File: src/include/bneir_pkg.sv
/*
  bneir_pkg: offsets, field positions, reset values and constants for the
  bus node error interrupt register block.
  assumes: a 32-bit register port with byte offsets, at most 16 bus nodes.
*/
`default_nettype none
package bneir_pkg;

  // register byte offsets
  localparam logic [7:0] OFF_ERR_CTRL = 8'h0c;
  localparam logic [7:0] OFF_TARGET_MASK = 8'h10;
  localparam logic [7:0] OFF_WIN_START = 8'h24;
  localparam logic [7:0] OFF_WIN_END = 8'h28;
  localparam logic [7:0] OFF_HOST_CTRL = 8'h38;
  localparam logic [7:0] OFF_SCRATCH0 = 8'h40;
  localparam logic [7:0] OFF_SCRATCH1 = 8'h44;
  localparam logic [7:0] OFF_SCRATCH2 = 8'h48;
  localparam logic [7:0] OFF_SCRATCH3 = 8'h4c;

  // error interrupt control field positions
  localparam int ABORT_BIT = 25;
  localparam int ALLOW_BIT = 24;
  localparam int DONE_BIT = 23;
  localparam int ISSUED_BIT = 21;
  localparam int FORCE_BIT = 20;
  localparam int LEVEL_LSB = 16;
  localparam int LEVEL_W = 4;
  localparam int VECTOR_W = 8;

  // window address field: bits 29-16
  localparam int WIN_LSB = 16;
  localparam int WIN_W = 14;
  localparam logic [WIN_W-1:0] WIN_BASE_FIELD = 14'h2000;
  localparam logic [WIN_W-1:0] WIN_STEP_FIELD = 14'h0008;

  // scratch register 0 error number field: bits 15-10
  localparam int ERRNUM_LSB = 10;
  localparam int ERRNUM_W = 6;

  // node numbering
  localparam int NODE_W = 4;
  localparam int NODES = 16;

  // reset values
  localparam logic [NODES-1:0] TARGET_MASK_RST = 16'h0000;
  localparam logic [WIN_W-1:0] WIN_RST = 14'h0000;
  localparam logic [15:0] SCRATCH_RST = 16'h0000;

  // error interrupt channel sequence
  typedef enum logic [1:0] {
    BNEIR_IDLE = 2'b00,
    BNEIR_REQ = 2'b01,
    BNEIR_WAIT_ID = 2'b11
  } bneir_state_t;

endpackage
`default_nettype wire

File: src/hdl/bneir_top.sv
/*
  bneir_top: node interface registers of the bus adapter: error interrupt
  control, interrupt target node mask, window start/end, scratch registers.
  assumes: register port and system bus signals are on clk_i; node id comes
  from pins; self-test logic pulses selftest_done_i with its result.
*/
// How it works
// - interrupt command only while allow bit set
// - done bit set when command starts
// - issued bit held until identify; stop clears
// - force bit raises interrupt regardless of errors
// - adapter error with allow sets force bit
// - level field picks levels, bit16 is level0
// - identify answer returns vector field
// - target mask has one bit per node
// - answer only on mask bit and level match
// - self-test sets own node bit in mask
// - interrupt before mask written sets abort bit
// - start field from node id at self-test
// - end field is start plus window size
// - scratch zero holds self-test error number on fail, cleared on pass
// - scratch one to three cleared at self-test
// - adapter error with allow starts interrupt
`timescale 1ns/1ps
`default_nettype none
module bneir_top
  import bneir_pkg::*;
(
  input wire logic clk_i,
  input wire logic rst_n_i,
  // node id pins and self-test results
  input wire logic [NODE_W-1:0] node_id_i,
  input wire logic selftest_done_i,
  input wire logic selftest_pass_i,
  input wire logic [ERRNUM_W-1:0] selftest_errnum_i,
  // register port
  input wire logic reg_wr_i,
  input wire logic reg_rd_i,
  input wire logic [7:0] reg_addr_i,
  input wire logic [31:0] reg_wdata_i,
  output logic [31:0] reg_rdata_o,
  output logic reg_ack_o,
  output logic reg_nack_o,
  // error sources
  input wire logic bus_err_i,
  input wire logic adapter_err_i,
  input wire logic adapter_err_irq_allow_i,
  input wire logic host_irq_i,
  // interrupt command
  output logic intr_req_o,
  output logic [LEVEL_W-1:0] intr_level_o,
  output logic [NODES-1:0] intr_dest_o,
  input wire logic intr_start_i,
  input wire logic stop_i,
  // identify cycle
  input wire logic identify_cycle_i,
  input wire logic [NODE_W-1:0] ident_master_i,
  input wire logic [LEVEL_W-1:0] ident_level_i,
  output logic ident_hit_o,
  output logic [VECTOR_W-1:0] ident_vector_o,
  // window decode
  input wire logic addr_valid_i,
  input wire logic [31:0] addr_i,
  output logic win_hit_o
);

  // register select codes
  localparam int SEL_NONE = 0;
  localparam int SEL_ERR = 1;
  localparam int SEL_MASK = 2;
  localparam int SEL_START = 3;
  localparam int SEL_END = 4;
  localparam int SEL_HOST = 5;
  localparam int SEL_SCR = 6;

  // decode an offset into a register select
  function automatic int reg_sel(input logic [7:0] a);
    int s;
    s = SEL_NONE;
    unique case (a)
      OFF_ERR_CTRL: s = SEL_ERR;
      OFF_TARGET_MASK: s = SEL_MASK;
      OFF_WIN_START: s = SEL_START;
      OFF_WIN_END: s = SEL_END;
      OFF_HOST_CTRL: s = SEL_HOST;
      OFF_SCRATCH0, OFF_SCRATCH1, OFF_SCRATCH2, OFF_SCRATCH3: s = SEL_SCR;
      default: s = SEL_NONE;
    endcase
    return s;
  endfunction

  logic [NODE_W-1:0] node_id;
  logic wr_err;
  logic wr_mask;
  logic wr_start;
  logic wr_end;
  logic wr_host;
  logic wr_scr;
  logic [1:0] scr_idx;

  // error control fields
  logic allow_q;
  logic done_q;
  logic abort_q;
  logic force_q;
  logic [LEVEL_W-1:0] level_q;
  logic [VECTOR_W-1:0] vector_q;
  logic berr_pend_q;
  bneir_state_t state_q;
  bneir_state_t state_d;
  logic issued;
  logic raise;
  logic mask_set_q;
  logic [NODES-1:0] mask_q;
  logic [WIN_W-1:0] start_q;
  logic [WIN_W-1:0] end_q;
  logic [31:0] host_q;
  logic [15:0] scr_q [4];
  logic ident_ok;
  logic ident_hit_q;
  logic [VECTOR_W-1:0] ident_vec_q;
  logic [31:0] rdata_q;
  logic ack_q;
  logic nack_q;
  logic [31:0] rd_mux;
  logic win_hit_q;
  logic [WIN_W-1:0] own_start;

  // node id pins pass through a three-flop synchroniser
  bneir_sync3 #(
    .W(NODE_W)
  ) u_node_sync (
    .clk_i(clk_i),
    .rst_n_i(rst_n_i),
    .pin_i(node_id_i),
    .val_o(node_id)
  );

  // write strobes per register
  assign wr_err = reg_wr_i && (reg_sel(reg_addr_i) == SEL_ERR);
  assign wr_mask = reg_wr_i && (reg_sel(reg_addr_i) == SEL_MASK);
  assign wr_start = reg_wr_i && (reg_sel(reg_addr_i) == SEL_START);
  assign wr_end = reg_wr_i && (reg_sel(reg_addr_i) == SEL_END);
  assign wr_host = reg_wr_i && (reg_sel(reg_addr_i) == SEL_HOST);
  assign wr_scr = reg_wr_i && (reg_sel(reg_addr_i) == SEL_SCR);
  assign scr_idx = reg_addr_i[3:2];

  // interrupt wanted: forced, or a latched bus error
  assign raise = force_q || berr_pend_q;
  assign issued = (state_q == BNEIR_WAIT_ID);

  // identify match: mask bit of requesting node and level overlap
  assign ident_ok = identify_cycle_i && issued && mask_q[ident_master_i]
                    && ((ident_level_i & level_q) != '0);

  // software-writable control fields
  always_ff @(posedge clk_i) begin
    if (!rst_n_i) begin
      allow_q <= 1'b0;
      level_q <= '0;
      vector_q <= '0;
    end else if (wr_err) begin
      allow_q <= reg_wdata_i[ALLOW_BIT];
      level_q <= reg_wdata_i[LEVEL_LSB +: LEVEL_W];
      vector_q <= reg_wdata_i[VECTOR_W-1:0];
    end
  end

  // force bit: adapter error set wins over a software clear
  always_ff @(posedge clk_i) begin
    if (!rst_n_i) begin
      force_q <= 1'b0;
    end else if (adapter_err_i && adapter_err_irq_allow_i) begin
      force_q <= 1'b1;
    end else if (wr_err) begin
      force_q <= reg_wdata_i[FORCE_BIT];
    end
  end

  // bus error pending until answered or aborted
  always_ff @(posedge clk_i) begin
    if (!rst_n_i) begin
      berr_pend_q <= 1'b0;
    end else if (bus_err_i) begin
      berr_pend_q <= 1'b1;
    end else if (ident_ok || (state_q == BNEIR_IDLE && allow_q && !mask_set_q)) begin
      berr_pend_q <= 1'b0;
    end
  end

  // error interrupt sequence
  always_comb begin
    state_d = state_q;
    unique case (state_q)
      BNEIR_IDLE: begin
        if (raise && allow_q && mask_set_q) begin
          state_d = BNEIR_REQ;
        end
      end
      BNEIR_REQ: begin
        if (stop_i || !allow_q) begin
          state_d = BNEIR_IDLE;
        end else if (intr_start_i) begin
          state_d = BNEIR_WAIT_ID;
        end
      end
      BNEIR_WAIT_ID: begin
        if (stop_i || ident_ok) begin
          state_d = BNEIR_IDLE;
        end
      end
      default: state_d = BNEIR_IDLE;
    endcase
  end

  always_ff @(posedge clk_i) begin
    if (!rst_n_i) begin
      state_q <= BNEIR_IDLE;
    end else begin
      state_q <= state_d;
    end
  end

  // done flag: set on command start, write one clears, set wins
  always_ff @(posedge clk_i) begin
    if (!rst_n_i) begin
      done_q <= 1'b0;
    end else if (state_q == BNEIR_REQ && intr_start_i && !stop_i) begin
      done_q <= 1'b1;
    end else if (wr_err && reg_wdata_i[DONE_BIT]) begin
      done_q <= 1'b0;
    end
  end

  // abort flag: interrupt raised before software named a target
  always_ff @(posedge clk_i) begin
    if (!rst_n_i) begin
      abort_q <= 1'b0;
    end else if (state_q == BNEIR_IDLE && raise && allow_q && !mask_set_q) begin
      abort_q <= 1'b1;
    end else if (wr_err && reg_wdata_i[ABORT_BIT]) begin
      abort_q <= 1'b0;
    end
  end

  // target node mask, own bit set by self-test
  always_ff @(posedge clk_i) begin
    if (!rst_n_i) begin
      mask_q <= TARGET_MASK_RST;
      mask_set_q <= 1'b0;
    end else if (wr_mask) begin
      mask_q <= reg_wdata_i[NODES-1:0];
      mask_set_q <= 1'b1;
    end else if (selftest_done_i) begin
      mask_q <= NODES'(1) << node_id;
      mask_set_q <= 1'b0;
    end
  end

  // base of own window from node id
  assign own_start = WIN_BASE_FIELD + WIN_W'(WIN_STEP_FIELD * node_id);

  // window start and end, loaded by self-test
  always_ff @(posedge clk_i) begin
    if (!rst_n_i) begin
      start_q <= WIN_RST;
      end_q <= WIN_RST;
    end else if (selftest_done_i) begin
      start_q <= own_start;
      end_q <= own_start + WIN_STEP_FIELD;
    end else begin
      if (wr_start) begin
        start_q <= reg_wdata_i[WIN_LSB +: WIN_W];
      end
      if (wr_end) begin
        end_q <= reg_wdata_i[WIN_LSB +: WIN_W];
      end
    end
  end

  // host-side interrupt control, abort bit on early host interrupt
  always_ff @(posedge clk_i) begin
    if (!rst_n_i) begin
      host_q <= '0;
    end else begin
      if (wr_host) begin
        host_q <= reg_wdata_i & ~(32'h1 << ABORT_BIT);
      end
      if (host_irq_i && !mask_set_q) begin
        host_q[ABORT_BIT] <= 1'b1;
      end else if (wr_host && reg_wdata_i[ABORT_BIT]) begin
        host_q[ABORT_BIT] <= 1'b0;
      end
    end
  end

  // scratch registers, loaded by self-test
  genvar g;
  generate
    for (g = 0; g < 4; g++) begin : g_scr
      always_ff @(posedge clk_i) begin
        if (!rst_n_i) begin
          scr_q[g] <= SCRATCH_RST;
        end else if (selftest_done_i) begin
          if (g == 0 && !selftest_pass_i) begin
            scr_q[g] <= 16'(selftest_errnum_i) << ERRNUM_LSB;
          end else begin
            scr_q[g] <= SCRATCH_RST;
          end
        end else if (wr_scr && scr_idx == 2'(g)) begin
          scr_q[g] <= reg_wdata_i[15:0];
        end
      end
    end
  endgenerate

  // identify answer, one-cycle pulse with vector
  always_ff @(posedge clk_i) begin
    if (!rst_n_i) begin
      ident_hit_q <= 1'b0;
      ident_vec_q <= '0;
    end else begin
      ident_hit_q <= ident_ok;
      if (ident_ok) begin
        ident_vec_q <= vector_q;
      end
    end
  end

  // read multiplexer
  always_comb begin
    rd_mux = '0;
    unique case (reg_sel(reg_addr_i))
      SEL_ERR: begin
        rd_mux[ABORT_BIT] = abort_q;
        rd_mux[ALLOW_BIT] = allow_q;
        rd_mux[DONE_BIT] = done_q;
        rd_mux[ISSUED_BIT] = issued;
        rd_mux[FORCE_BIT] = force_q;
        rd_mux[LEVEL_LSB +: LEVEL_W] = level_q;
        rd_mux[VECTOR_W-1:0] = vector_q;
      end
      SEL_MASK: rd_mux[NODES-1:0] = mask_q;
      SEL_START: rd_mux[WIN_LSB +: WIN_W] = start_q;
      SEL_END: rd_mux[WIN_LSB +: WIN_W] = end_q;
      SEL_HOST: rd_mux = host_q;
      SEL_SCR: rd_mux[15:0] = scr_q[scr_idx];
      default: rd_mux = '0;
    endcase
  end

  // register answer one cycle after the access
  always_ff @(posedge clk_i) begin
    if (!rst_n_i) begin
      rdata_q <= '0;
      ack_q <= 1'b0;
      nack_q <= 1'b0;
    end else begin
      ack_q <= (reg_rd_i || reg_wr_i) && (reg_sel(reg_addr_i) != SEL_NONE);
      nack_q <= (reg_rd_i || reg_wr_i) && (reg_sel(reg_addr_i) == SEL_NONE);
      rdata_q <= reg_rd_i ? rd_mux : 32'h0000_0000;
    end
  end

  // window compare, registered
  always_ff @(posedge clk_i) begin
    if (!rst_n_i) begin
      win_hit_q <= 1'b0;
    end else begin
      win_hit_q <= addr_valid_i && (addr_i[31:30] == 2'b00)
                   && (addr_i[29:16] >= start_q) && (addr_i[29:16] < end_q);
    end
  end

  // outputs
  assign reg_rdata_o = rdata_q;
  assign reg_ack_o = ack_q;
  assign reg_nack_o = nack_q;
  assign intr_req_o = (state_q == BNEIR_REQ) && allow_q;
  assign intr_level_o = level_q;
  assign intr_dest_o = mask_q;
  assign ident_hit_o = ident_hit_q;
  assign ident_vector_o = ident_vec_q;
  assign win_hit_o = win_hit_q;

endmodule
`default_nettype wire

File: src/hdl/bneir_sync3.sv
/*
  bneir_sync3: three-flop synchroniser for a bundle of pin inputs.
  assumes: the bundle changes slowly; a value is taken once stages two
  and three agree.
*/
`timescale 1ns/1ps
`default_nettype none
module bneir_sync3 #(
  parameter int W = 4
) (
  input wire logic clk_i,
  input wire logic rst_n_i,
  input wire logic [W-1:0] pin_i,
  output logic [W-1:0] val_o
);

  logic [W-1:0] s1_q;
  logic [W-1:0] s2_q;
  logic [W-1:0] s3_q;
  logic [W-1:0] val_q;

  // shift chain, first stage read only by the second
  always_ff @(posedge clk_i) begin
    if (!rst_n_i) begin
      s1_q <= '0;
      s2_q <= '0;
      s3_q <= '0;
    end else begin
      s1_q <= pin_i;
      s2_q <= s1_q;
      s3_q <= s2_q;
    end
  end

  // accept the value once the two later stages agree
  always_ff @(posedge clk_i) begin
    if (!rst_n_i) begin
      val_q <= '0;
    end else if (s2_q == s3_q) begin
      val_q <= s3_q;
    end
  end

  assign val_o = val_q;

endmodule
`default_nettype wire

File: config.mk
export PLATFORM = sky130hd
export DESIGN_NAME = bneir_top
export DESIGN_NICKNAME = d
export VERILOG_FILES = /design/src/include/bneir_pkg.sv /design/src/hdl/bneir_top.sv /design/src/hdl/bneir_sync3.sv
export SDC_FILE = /design/constraint.sdc
export NUM_CORES = 1
export LEC_CHECK = 0
export BUFFER_PORTS_ARGS = -buffer_cell sky130_fd_sc_hd__buf_2
export CORE_MARGIN = 3
export CORE_UTILIZATION = 45
export DETAILED_ROUTE_END_ITERATION = 7
export PLACE_DENSITY_LB_ADDON = 0.2
export SYNTH_ARGS = -nofsm -noshare
export SYNTH_HDL_FRONTEND = slang
export SYNTH_SLANG_ARGS = --single-unit
File: constraint.sdc
create_clock -name clk_i -period 4.8 [get_ports clk_i]
set_input_delay 0.72 -clock clk_i [delete_from_list [all_inputs] [get_ports clk_i]]
set_output_delay 0.72 -clock clk_i [all_outputs]
set_load 0.05 [all_outputs]
## Word level (Yosys, flattened, before mapping)

Memory sizes are Yosys's and may differ from the RTL's.
Index checks and enable logic that the tools add are counted.

| word-level totals | value |
|---|---|
| bits of input ports | 104 |
| memory bits (writable) | 64 |
| output and inout bits | 65 |
| bits in registers | 156 |
| memories kept | 1 |
| logic and storage cells | 202 |

| operators by class | value |
|---|---|
| eq/ne operators | 30 |
| shift-type cells | 1 |
| $add $sub $neg | 2 |
| reductions and logical operators | 59 |
| multiplexer cells | 71 |
| $lt $le $gt $ge | 3 |
| bitwise logic cells | 10 |

Memory list:

| name | depth | width | rd ports | clocked after Yosys merged registers in | write ports | line | text |
|---|---|---|---|---|---|---|---|
| scr_q | 4 | 16 | 1 | 0 | 4 | bneir_top.sv:118 | `logic [15:0] scr_q [4];` |

Operators by type and width:

| cell | number |
|---|---|
| $mux 16 | 11 |
| $eq 32x3->1 const B | 5 |
| $eq 32x2->1 const B | 3 |
| $eq 32x4->1 const B | 3 |
| $mux 14 | 4 |
| $mux 1 | 41 |
| $logic_and 1x1->1 | 33 |
| $eq 32x1->1 const B | 1 |
| $eq 8x7->1 const B | 4 |
| $logic_not 32->1 | 1 |
| $mux 32 | 1 |
| $pmux 8 s4 | 1 |
| $reduce_bool 32->1 | 1 |
| $mux 26 | 1 |
| $eq 8x6->1 const B | 3 |
| $pmux 6 s4 | 1 |
| $pmux 8 s3 | 1 |
| $pmux 3 s6 | 1 |
| $shl 1x4->16 const A | 1 |
| $add 14x4->14 const B | 1 |
| $add 14x7->14 const A | 1 |
| $ge 14x14->1 | 1 |
| $lt 14x14->1 | 1 |
| $reduce_bool 2->1 | 7 |
| 24 further kinds | 48 |

## Logic depth before layout (Yosys ltp)

Gate-level depths: netlist of run 1.

| depth | value |
|---|---|
| depth after elaboration | 11 |
| gate-level depth with buffers | 14 |

## By module

Synthesis of run 1 repeated with hierarchy kept, for this count alone.

| second synthesis, totals | value |
|---|---|
| cell total of the unflattened synthesis | 1,023 |
| area, all modules | 10,099.7 um^2 |

By module, submodules not included:

| module | instances | cells an instance | area each (um^2) | sequential area each (um^2) |
|---|---|---|---|---|
| bneir_top | 1 | 976 | 9,570.4 | 4,724.5 |
| bneir_sync3 | 1 | 47 | 529.3 | 320.3 |

## Least setup slack after synthesis of run 1

OpenSTA, ideal clock, no wires.

| timing | value |
|---|---|
| path kind | input -> register |
| start | input reg_addr_i[2] |
| end | memory scr_q[0][0], enable pin |
| data arrival time | 3.584 ns |
| library setup time | 0.414 ns |
| slack | 0.802 ns |
| path buffers | 3 |
| data required time | 4.386 ns |
| stages on the path | 10 |
| cells stage by stage | buf_4 > buf_4 > buf_4 > nor4b_1 > o31ai_1 > or2_2 > inv_1 > ha_1 > nand3_4 > o31ai_1 |

RTL lines:

| what | line | text |
|---|---|---|
| start: declaration | bneir_top.sv:39 | `input wire logic [7:0] reg_addr_i,` |
| end: declaration | bneir_top.sv:118 |  |

## Final worst setup path of run 1

| timing | value |
|---|---|
| start | input reg_addr_i[2] |
| end | register host_q[13] |

| on the way | value |
|---|---|
| longest elaborated chain between the ends | 5 |
| elaborated cells on any way between the ends | 13 |
| classes of those cells | eq/ne: 10; mux: 1; reduce/logical: 2 |

RTL lines:

| what | line | text |
|---|---|---|
| $eq 8x7->1 | bneir_top.sv:80 | `unique case (a)` |
| $reduce_or 4->1 | bneir_top.sv:80 |  |
| $pmux 3 s6 (*) | bneir_top.sv:80 |  |
| $eq 32x4->1 (*) | bneir_top.sv:144 | `assign wr_host = reg_wr_i && (reg_sel(reg_addr_i) == SEL_HOST);` |
| $logic_and 1x1->1 (*) | bneir_top.sv:144 |  |
| end signal: assignment | bneir_top.sv:287 | `host_q <= reg_wdata_i & ~(32'h1 << ABORT_BIT);` |
| end: declaration | bneir_top.sv:117 | `logic [31:0] host_q;` |

Every way passes the cells marked *; elsewhere a longest branch is shown, timed or not.
A chain may end at the register's enable or synchronous reset.

==> results.json, run 1 <==
{
  "syn_area_per_cell_sq_um": 9.94,
  "ys.flop_type": "dfxtp_1",
  "hpwl_microns": 19400,
  "hp-class": "input pin to register",
  "critical_path_class": "input pin to register",
  "yosysSeqAreaShare_pct": 49.9,
  "io_pins": 169,
  "netlist_instances": 1017,
  "start_util_pct": 46.1,
  "arrival_ns": 3.99,
  "clock_path_buffers": 3,
  "grt_pass1_wl_microns": 43300,
  "groute.usage.overall_pct": 22.7,
  "ys_async_sr_fraction_pct": 0,
  "row_count": 54,
  "syn_nets": 1158,
  "dr.pass1.iters": 5,
  "numCtsBuffers": 25,
  "drv_cap": 0,
  "fin_skew_ns": 0.0270,
  "dieHeight_microns": 156,
  "drc": 0,
  "layout.nets": 1291,
  "start_kind": "input pin",
  "critPathCaptureType": "register",
  "slew_headroom_pct": 33.3,
  "fp.dieW_microns": 156,
  "vias": 8018,
  "vias_per_cell": 5.54,
  "antenna_left": 0,
  "grt_pass1_vias": 7692,
  "mostFrequentLayoutCells": "nand2_1 (161), dfxtp_1 (156), buf_2 (152)",
  "synth_edf_count": 64,
  "r2r_slack_ns": 2.76,
  "clkTransAtPathRegs_ns": 0.06,
  "wl_per_cell_microns": 19.4,
  "status": "finished, final reports clean",
  "utilization_pct": 54.2,
  "rsz0062_at_grt": "false",
  "crit_fanout": 24,
  "wl_microns": 28100,
  "ir_worst_vdd_mv": 0.269,
  "cts_resized": 0,
  "setup_viol": 0,
  "cts_hold_buffers": 0,
  "cts_tree": "built",
  "period_needed_ns": 3.55,
  "leakagePower_uw": 0.00475,
  "antenna_found_initial": 3,
  "drv_slew": 0,
  "final_common_cell": "nand2_1",
  "fin_setup_tns_ns": 0,
  "dieArea_sq_mm": 0.0243,
  "n_fill_cell": 1975,
  "ys_ff_latch": 220,
  "period_share_pct": 74.0,
  "clock_latency_ns": 0.53,
  "ys_warn_count": 0,
  "area_growth_pct": 17.7,
  "tightest_slew_ns": 0.998,
  "drt_iter0_drc": 621,
  "hold_viol_final": 0,
  "io_buffers": 152,
  "clock_sinks": 220,
  "grt-ovfl-total": 0,
  "design.core.area_sq_mm": 0.0220,
  "drive_above_1_share_pct": 21.8,
  "ys_types": 59,
  "crit_required_ns": 5.24,
  "cts_setup_buffers": 0,
  "clock-root-buffer": "clkbuf_16",
  "synth_area_sq_mm": 0.0101,
  "power.density_mw_per_mm2": 349,
  "routabilityCongestion": 0.860,
  "grt_max_degree": 47,
  "fmax_mhz": 282,
  "cts_max_level": 1
}
final cells by class:
| type | count | area [sq um] | area share [%] |
|---|---|---|---|
| repair buffers | 174 | 926 | 7.78 |
| clock buffers | 33 | 676 | 5.68 |
| diodes | 1 | 2.50 | 0.0210 |
| flip-flops and latches | 220 | 5040 | 42.4 |
| inverters | 38 | 143 | 1.20 |
| multi-input cells | 691 | 4630 | 38.9 |
| clock inverters | 11 | 135 | 1.14 |
| well taps | 280 | 350 | 2.94 |
cell families after synthesis:
logic type	Yosys count	synth area share, %
adder cells (fa/ha/maj)	37	4.58
buffers and inverters	106	4.48
AND/OR/NAND/NOR	386	18.8
multiplexers	66	9.41
flip-flops	220	49.9
XOR/XNOR	5	0.433
AO/OA/AOI/OAI	197	12.4
power breakdown:
group / switching [uW] / internal [uW] / total, uW
Combinational: 165 / 102 / 267
Sequential: 22.8 / 1950 / 1980
Clock: 762 / 1150 / 1910
layer usage:
metal	share of wire, %	GRT usage [%]	up-vias
met5	0.075	0	-
met4	1.9	5.21	4
met3	7.0	4.33	40
met2	45	35.8	312
met1	46	32.6	3793
li1	-	-	3869
critical path: stages:
cell and delay, ns:
buf_2 0.60, nand2b_1 0.25, nor2_1 0.18, a21oi_1 0.06, nor2b_1 0.16, o21a_1 0.16, ha_1 0.56, and3_1 0.67
buf_4 0.38, nand2_1 0.09, a21oi_1 0.14
registers in the layout (all words and copies together), names as in the netlist, 2 cells and up:
name / cells
u_node_sync.s3_q: 4
end_q: 14
state_q: 2
reg_rdata_o: 32
u_node_sync.s2_q: 4
host_q: 32
u_node_sync.s1_q: 4
start_q: 14
u_node_sync.val_o: 4
vector_q: 8
ident_vector_o: 8
intr_level_o: 4
scr_q: 64
intr_dest_o: 16
synth_stat cells, drive strengths merged (11+ instances only):
cell	instances	area (sq um)
mux2i	34	340
nand2	162	616
nor3	11	65.1
and2	73	457
edfxtp	64	1920
nand3	37	203
clkbuf	41	154
inv	38	143
nor2	62	233
dfxtp	156	3120
o21ai	31	159
a311oi	16	140
mux4	21	488
ha	37	463
a221oi	12	105
a21oi	71	363
a22oi	15	113
a31oi	17	106
buf	27	156
mux2	11	124
path summary, 6_finish.rpt:
check / start / end / depth (start not counted)
setup / recovery: reg_addr_i[2] / host_q[13]$_SDFFE_PN0P_ / 11
hold / removal: node_id_i[2] / u_node_sync.s1_q[2]$_SDFF_PN0_ / 2
setup reg to reg: intr_dest_o[7]$_SDFFE_PN0P_ / state_q[1]$_SDFFE_PN0P_ / 5
hold reg to reg: u_node_sync.s1_q[2]$_SDFF_PN0_ / u_node_sync.s2_q[2]$_SDFF_PN0_ / 1
stage by stage:
step                      power, uW  cells  worst slack (ns)  area (sq um)  hold slack, ns
after detailed placement       2280   1403             0.764         11100           0.420
after global routing           4280   1448             0.953         11900           0.410
after CTS                      4170   1447              1.32         11900           0.402
after floorplan                2160   1017             0.802         10100           0.412
after global placement         2280   1403             0.818         11100           0.425
final                          4150   1448              1.25         11900           0.419
Power figures use the tool's default switching activity.
==> run 2: changes to the inputs <==
Clock period 4.8 ns to 3.1 ns, I/O delays scaled along.
==> run 2 against run 1 <==
Net effect:
- sequential share of layout area down 0.53 points
- sequential power is 55% higher
- flip-flop and latch count is the same
- via count rose by 0.57%
- highest routed layer unchanged
==> results.json, run 2 (same netlist as run 1, synthesis figures left out) <==
{
  "routabilityCongestion": 0.834,
  "slew_headroom_pct": 53.7,
  "period_share_pct": 74.6,
  "cts_tree": "built",
  "fmax_mhz": 432,
  "vias_per_cell": 5.50,
  "wl_microns": 27900,
  "critPathCaptureType": "register",
  "ir_worst_vdd_mv": 0.367,
  "rsz0062_at_grt": "false",
  "n_fill_cell": 1991,
  "period_needed_ns": 2.31,
  "clock_path_buffers": 3,
  "drv_slew": 0,
  "worstPathCellList": "buf_2 -> inv_1 -> nor2_1 -> a21oi_1 -> nor2b_1 -> o21ai_0 -> ha_1 -> buf_4 -> nand3_1 -> buf_4 -> nor2_1 -> a311oi_1",
  "power.density_mw_per_mm2": 529,
  "cts_max_level": 1,
  "cts_setup_buffers": 0,
  "wl_per_cell_microns": 19.1,
  "fin_skew_ns": 0.0111,
  "clkTransAtPathRegs_ns": 0.06,
  "mostFrequentLayoutCells": "nand2_1 (161), dfxtp_1 (156), buf_2 (152)",
  "area_growth_pct": 19.2,
  "cts_hold_buffers": 0,
  "regMostFlops": "scr_q",
  "hpwl_microns": 20000,
  "fin_setup_tns_ns": 0,
  "crit_required_ns": 3.51,
  "seq_area_sq_mm": 0.00504,
  "cts_resized": 0,
  "numCtsBuffers": 24,
  "setup_viol": 0,
  "grt_pass1_wl_microns": 43100,
  "drt_iter0_drc": 574,
  "drv_cap": 0,
  "arrival_ns": 2.72,
  "vias": 8064,
  "slowest_stage": "buf_4",
  "layout.nets": 1308,
  "tightest_slew_ns": 0.689,
  "antenna_left": 0,
  "clock-root-buffer": "clkbuf_16",
  "critical_path_class": "input pin to register",
  "grt_pass1_vias": 7634,
  "hp-class": "input pin to register",
  "min_path_cells": 2,
  "dr.pass1.iters": 5,
  "slowest_delay_ns": 0.32,
  "fp.dieW_microns": 156,
  "hold_viol_final": 0,
  "leakagePower_uw": 0.00484,
  "start_kind": "input pin",
  "design.core.area_sq_mm": 0.0220,
  "final_common_cell": "nand2_1",
  "drive_above_1_share_pct": 23.0,
  "start_util_pct": 46.1,
  "clock_sinks": 220,
  "largest_register_ffs": 64,
  "row_count": 54,
  "whs_ns": 0.161,
  "clock_latency_ns": 0.51,
  "drc": 0,
  "crit_fanout": 33,
  "io_pins": 169,
  "multiInputGateArea_sq_mm": 0.00463,
  "groute.usage.overall_pct": 22.5,
  "grt_max_degree": 61,
  "io_buffers": 152,
  "reg2reg_depth": 5,
  "grt-ovfl-total": 0,
  "status": "finished, final reports clean",
  "dieArea_sq_mm": 0.0243,
  "dieHeight_microns": 156,
  "antenna_found_initial": 2
}
==> run 2: worst max-delay path, delay by kind of cell <==
kind,cells,cell delay (ns)
buf+inv,4,0.88
fa+ha+maj,1,0.28
compound gates,3,0.53
simple gates,4,0.53
==> run 2: cell type report <==
| type | count | share of cell area [%] |
|---|---|---|
| sequential | 220 | 41.9 |
| multi-input combinational | 691 | 38.5 |
| timing repair buffer | 192 | 8.91 |
| clock buffer | 34 | 5.90 |
| tap | 280 | 2.91 |
| inverter | 38 | 1.18 |
| clock inverter | 9 | 0.779 |
| antenna | 1 | 0.0208 |
==> run 2: worst paths after layout <==
check | slack (ns) | startpoint | to
worst max register to register | 1.03 | intr_dest_o[11]$_SDFFE_PN0P_ | state_q[1]$_SDFFE_PN0P_
worst min-delay path | 0.16 | node_id_i[0] | u_node_sync.s1_q[0]$_SDFF_PN0_
worst max-delay path | 0.79 | reg_addr_i[3] | intr_dest_o[6]$_SDFFE_PN0P_
worst min register to register | 0.43 | u_node_sync.s1_q[0]$_SDFF_PN0_ | u_node_sync.s2_q[0]$_SDFF_PN0_
==> run 2: metal layers <==
layer | part of all wire [%] | GRT usage, %
met5 | 0.032 | 0
met4 | 3.2 | 7.28
met3 | 6.9 | 3.83
met2 | 45 | 34.8
met1 | 45 | 32.2
==> run 2: stage by stage <==
step | area, sq um | std cells | setup slack [ns] | total power [uW] | utilization, %
after floorplan | 10100 | 1017 | -0.147 | 3350 | -
after global placement | 11200 | 1421 | 0.323 | 3540 | 51.2
after detailed placement | 11200 | 1421 | 0.285 | 3550 | 51.2
after CTS | 12100 | 1464 | 0.813 | 6420 | 54.9
after global routing | 12100 | 1465 | 0.602 | 6570 | 54.9
final | 12100 | 1465 | 0.787 | 6380 | 54.9
==> run 2: power by group <==
part           total, uW  internal (uW)  switching (uW)  leakage (uW)
logic                424            165             259       0.00249
clock network       2890           1760            1140      0.000393
registers           3060           3020            36.0       0.00196
==> run 3: changes to the inputs <==
Clock period 3.1 ns to 2 ns, I/O delays scaled along.
==> run 3 against run 2 <==
Net effect:
- final cell count up 4.9%
- total power is 60% higher
- routed wire length rose by 4.8%
- worst hold slack worse by 0.12 ns
- via count is 4.4% higher
- core utilization up 4.2 points
- register-to-register slack worse by 0.92 ns
- count of clock-buffer cells in the layout unchanged
- worst setup slack got worse by 0.75 ns
- global-route usage up 1.2 points
- critical endpoint is now reg_rdata_o[22]$_SDFF_PN0_
- highest routed layer is now met4
==> results.json, run 3 (same netlist as run 1, synthesis figures left out) <==
{
  "drt_iter0_drc": 601,
  "groute.usage.overall_pct": 23.7,
  "final_common_cell": "nand2_1",
  "io_pins": 169,
  "drc": 0,
  "status": "finished, final reports clean",
  "clkTransAtPathRegs_ns": 0.06,
  "crit_fanout": 6,
  "grt_max_degree": 70,
  "clock-root-buffer": "clkbuf_16",
  "period_share_pct": 97.9,
  "wl_per_cell_microns": 19.1,
  "numCtsBuffers": 25,
  "drv_cap": 0,
  "dr.pass1.iters": 5,
  "place_area_sq_mm": 0.0120,
  "power.density_mw_per_mm2": 787,
  "row_count": 54,
  "hold_viol_final": 0,
  "mostFrequentLayoutCells": "nand2_1 (161), dfxtp_1 (154), buf_2 (152)",
  "crit_buf_inv": 4,
  "largest_register_ffs": 64,
  "rsz0062_at_grt": "true",
  "cts_max_level": 1,
  "wl_microns": 29300,
  "grt_pass1_vias": 8179,
  "cpMostUsedCell": "buf_4",
  "fmax_mhz": 511,
  "vias_per_cell": 5.48,
  "dpl_worst_slack_ns": -0.627,
  "diodes": 0,
  "antenna_found_initial": 0,
  "slowest_stage": "or3_1",
  "antenna_left": 0,
  "crit_required_ns": 2.40,
  "clock_sinks": 220,
  "hp-class": "input pin to register",
  "fin_ws_ns": 0.0414,
  "dieHeight_microns": 156,
  "io_buffers": 152,
  "utilization_pct": 59.0,
  "grt-ovfl-total": 0,
  "design.core.area_sq_mm": 0.0220,
  "instances_no_fill": 1537,
  "regMostFlops": "scr_q",
  "tightest_slew_ns": 1.06,
  "vias": 8422,
  "fp.dieW_microns": 156,
  "critical_path_class": "input pin to register",
  "routabilityCongestion": 0.866,
  "arrival_ns": 2.36,
  "clock_latency_ns": 0.52,
  "fin_area_sq_mm": 0.0130,
  "layout.nets": 1380,
  "dieArea_sq_mm": 0.0243,
  "slew_headroom_pct": 29.0,
  "start_util_pct": 46.1,
  "hpwl_microns": 21000,
  "worstPathCellList": "buf_2 -> nand2b_4 -> o31ai_4 -> o31ai_2 -> or2_4 -> buf_4 -> ha_1 -> buf_4 -> or3_1 -> o211ai_1 -> buf_4 -> nor2_1",
  "setup_viol": 0,
  "fin_skew_ns": 0.0198,
  "ir_worst_vdd_mv": 0.553,
  "placed_cells": 1486,
  "slowest_delay_ns": 0.36,
  "crit_family": "simple AND/OR/NAND/NOR gates",
  "critPathCaptureType": "register",
  "cts_tree": "built",
  "grt_pass1_wl_microns": 45500,
  "leakagePower_uw": 0.00532,
  "area_growth_pct": 28.2,
  "drv_slew": 0,
  "whs_ns": 0.0425,
  "clock_path_buffers": 3,
  "start_kind": "input pin",
  "drive_above_1_share_pct": 30.3,
  "period_needed_ns": 1.96
}
==> run 3: cell count changes in the layout (fill, tap and decap cells not counted), sizes merged <==
cell	previous run	this run
dlygate4sd3	0	5
clkinv	6	7
buf	192	258
diode	1	0
bufinv	2	3
==> run 3: final timing paths <==
check	startpoint	endpoint	slack, ns	cells after the start
hold reg to reg	u_node_sync.s1_q[3]$_SDFF_PN0_	u_node_sync.s2_q[3]$_SDFF_PN0_	0.43	1
setup / recovery	reg_addr_i[3]	reg_rdata_o[22]$_SDFF_PN0_	0.04	12
setup reg to reg	intr_dest_o[4]$_SDFFE_PN0P_	ident_vector_o[4]$_SDFFE_PN0P_	0.11	6
hold / removal	reg_wdata_i[30]	host_q[30]$_SDFFE_PN0P_	0.04	3
==> run 3: cell type report <==
type	count	area [sq um]
fillers	1919	8990
well taps	280	350
clock inverters	11	140
clock buffers	34	709
inverters	38	143
flip-flops and latches	220	5050
repair buffers	263	1740
multi-input cells	691	4840
==> run 3: what timing repair did <==
| action | CTS | global route |
|---|---|---|
| gates resized for setup | 2 | 16 |
| hold endpoints to repair | 5 | 0 |
| pin swaps | 1 | 3 |
| hold buffers | 5 | 0 |
| endpoints found under the setup margin | 33 | 103 |
| buffers inserted | 1 | 0 |
==> run 3: per-stage QoR <==
| stage | TNS [ns] | power (uW) |
|---|---|---|
| 6_report | 0 | 10200 |
| 3_3_place_gp | -87.42 | 5570 |
| 5_1_grt | -0.410 | 10500 |
| 3_5_place_dp | -92.94 | 5580 |
| 2_1_floorplan | -73.31 | 5220 |
| 4_1_cts | 0 | 10300 |
==> run 3: worst register-to-register path: stages, from the launching register on <==
cell and delay [ns]:
dfxtp_1 0.32, mux4_1 0.51, mux4_2 0.55, nand2_4 0.14, buf_12 0.15, nand3_1 0.08
o21ai_0 0.08
==> run 3: report_power, final <==
| part | switching, uW | leakage [uW] | internal, uW |
|---|---|---|---|
| Sequential | 50.3 | 0.00196 | 4690 |
| Combinational | 447 | 0.00295 | 328 |
| Clock | 1820 | 0.000419 | 2870 |
| Total | 2320 | 0.00532 | 7880 |
==> run 3: layer usage <==
metal	global-route usage, %	vias to the layer above	share of wire, %
li1	-	4066	-
met4	6.81	0	2.4
met5	0	-	0
met2	39.1	299	47
met1	32.6	4006	44
met3	3.38	51	6.6
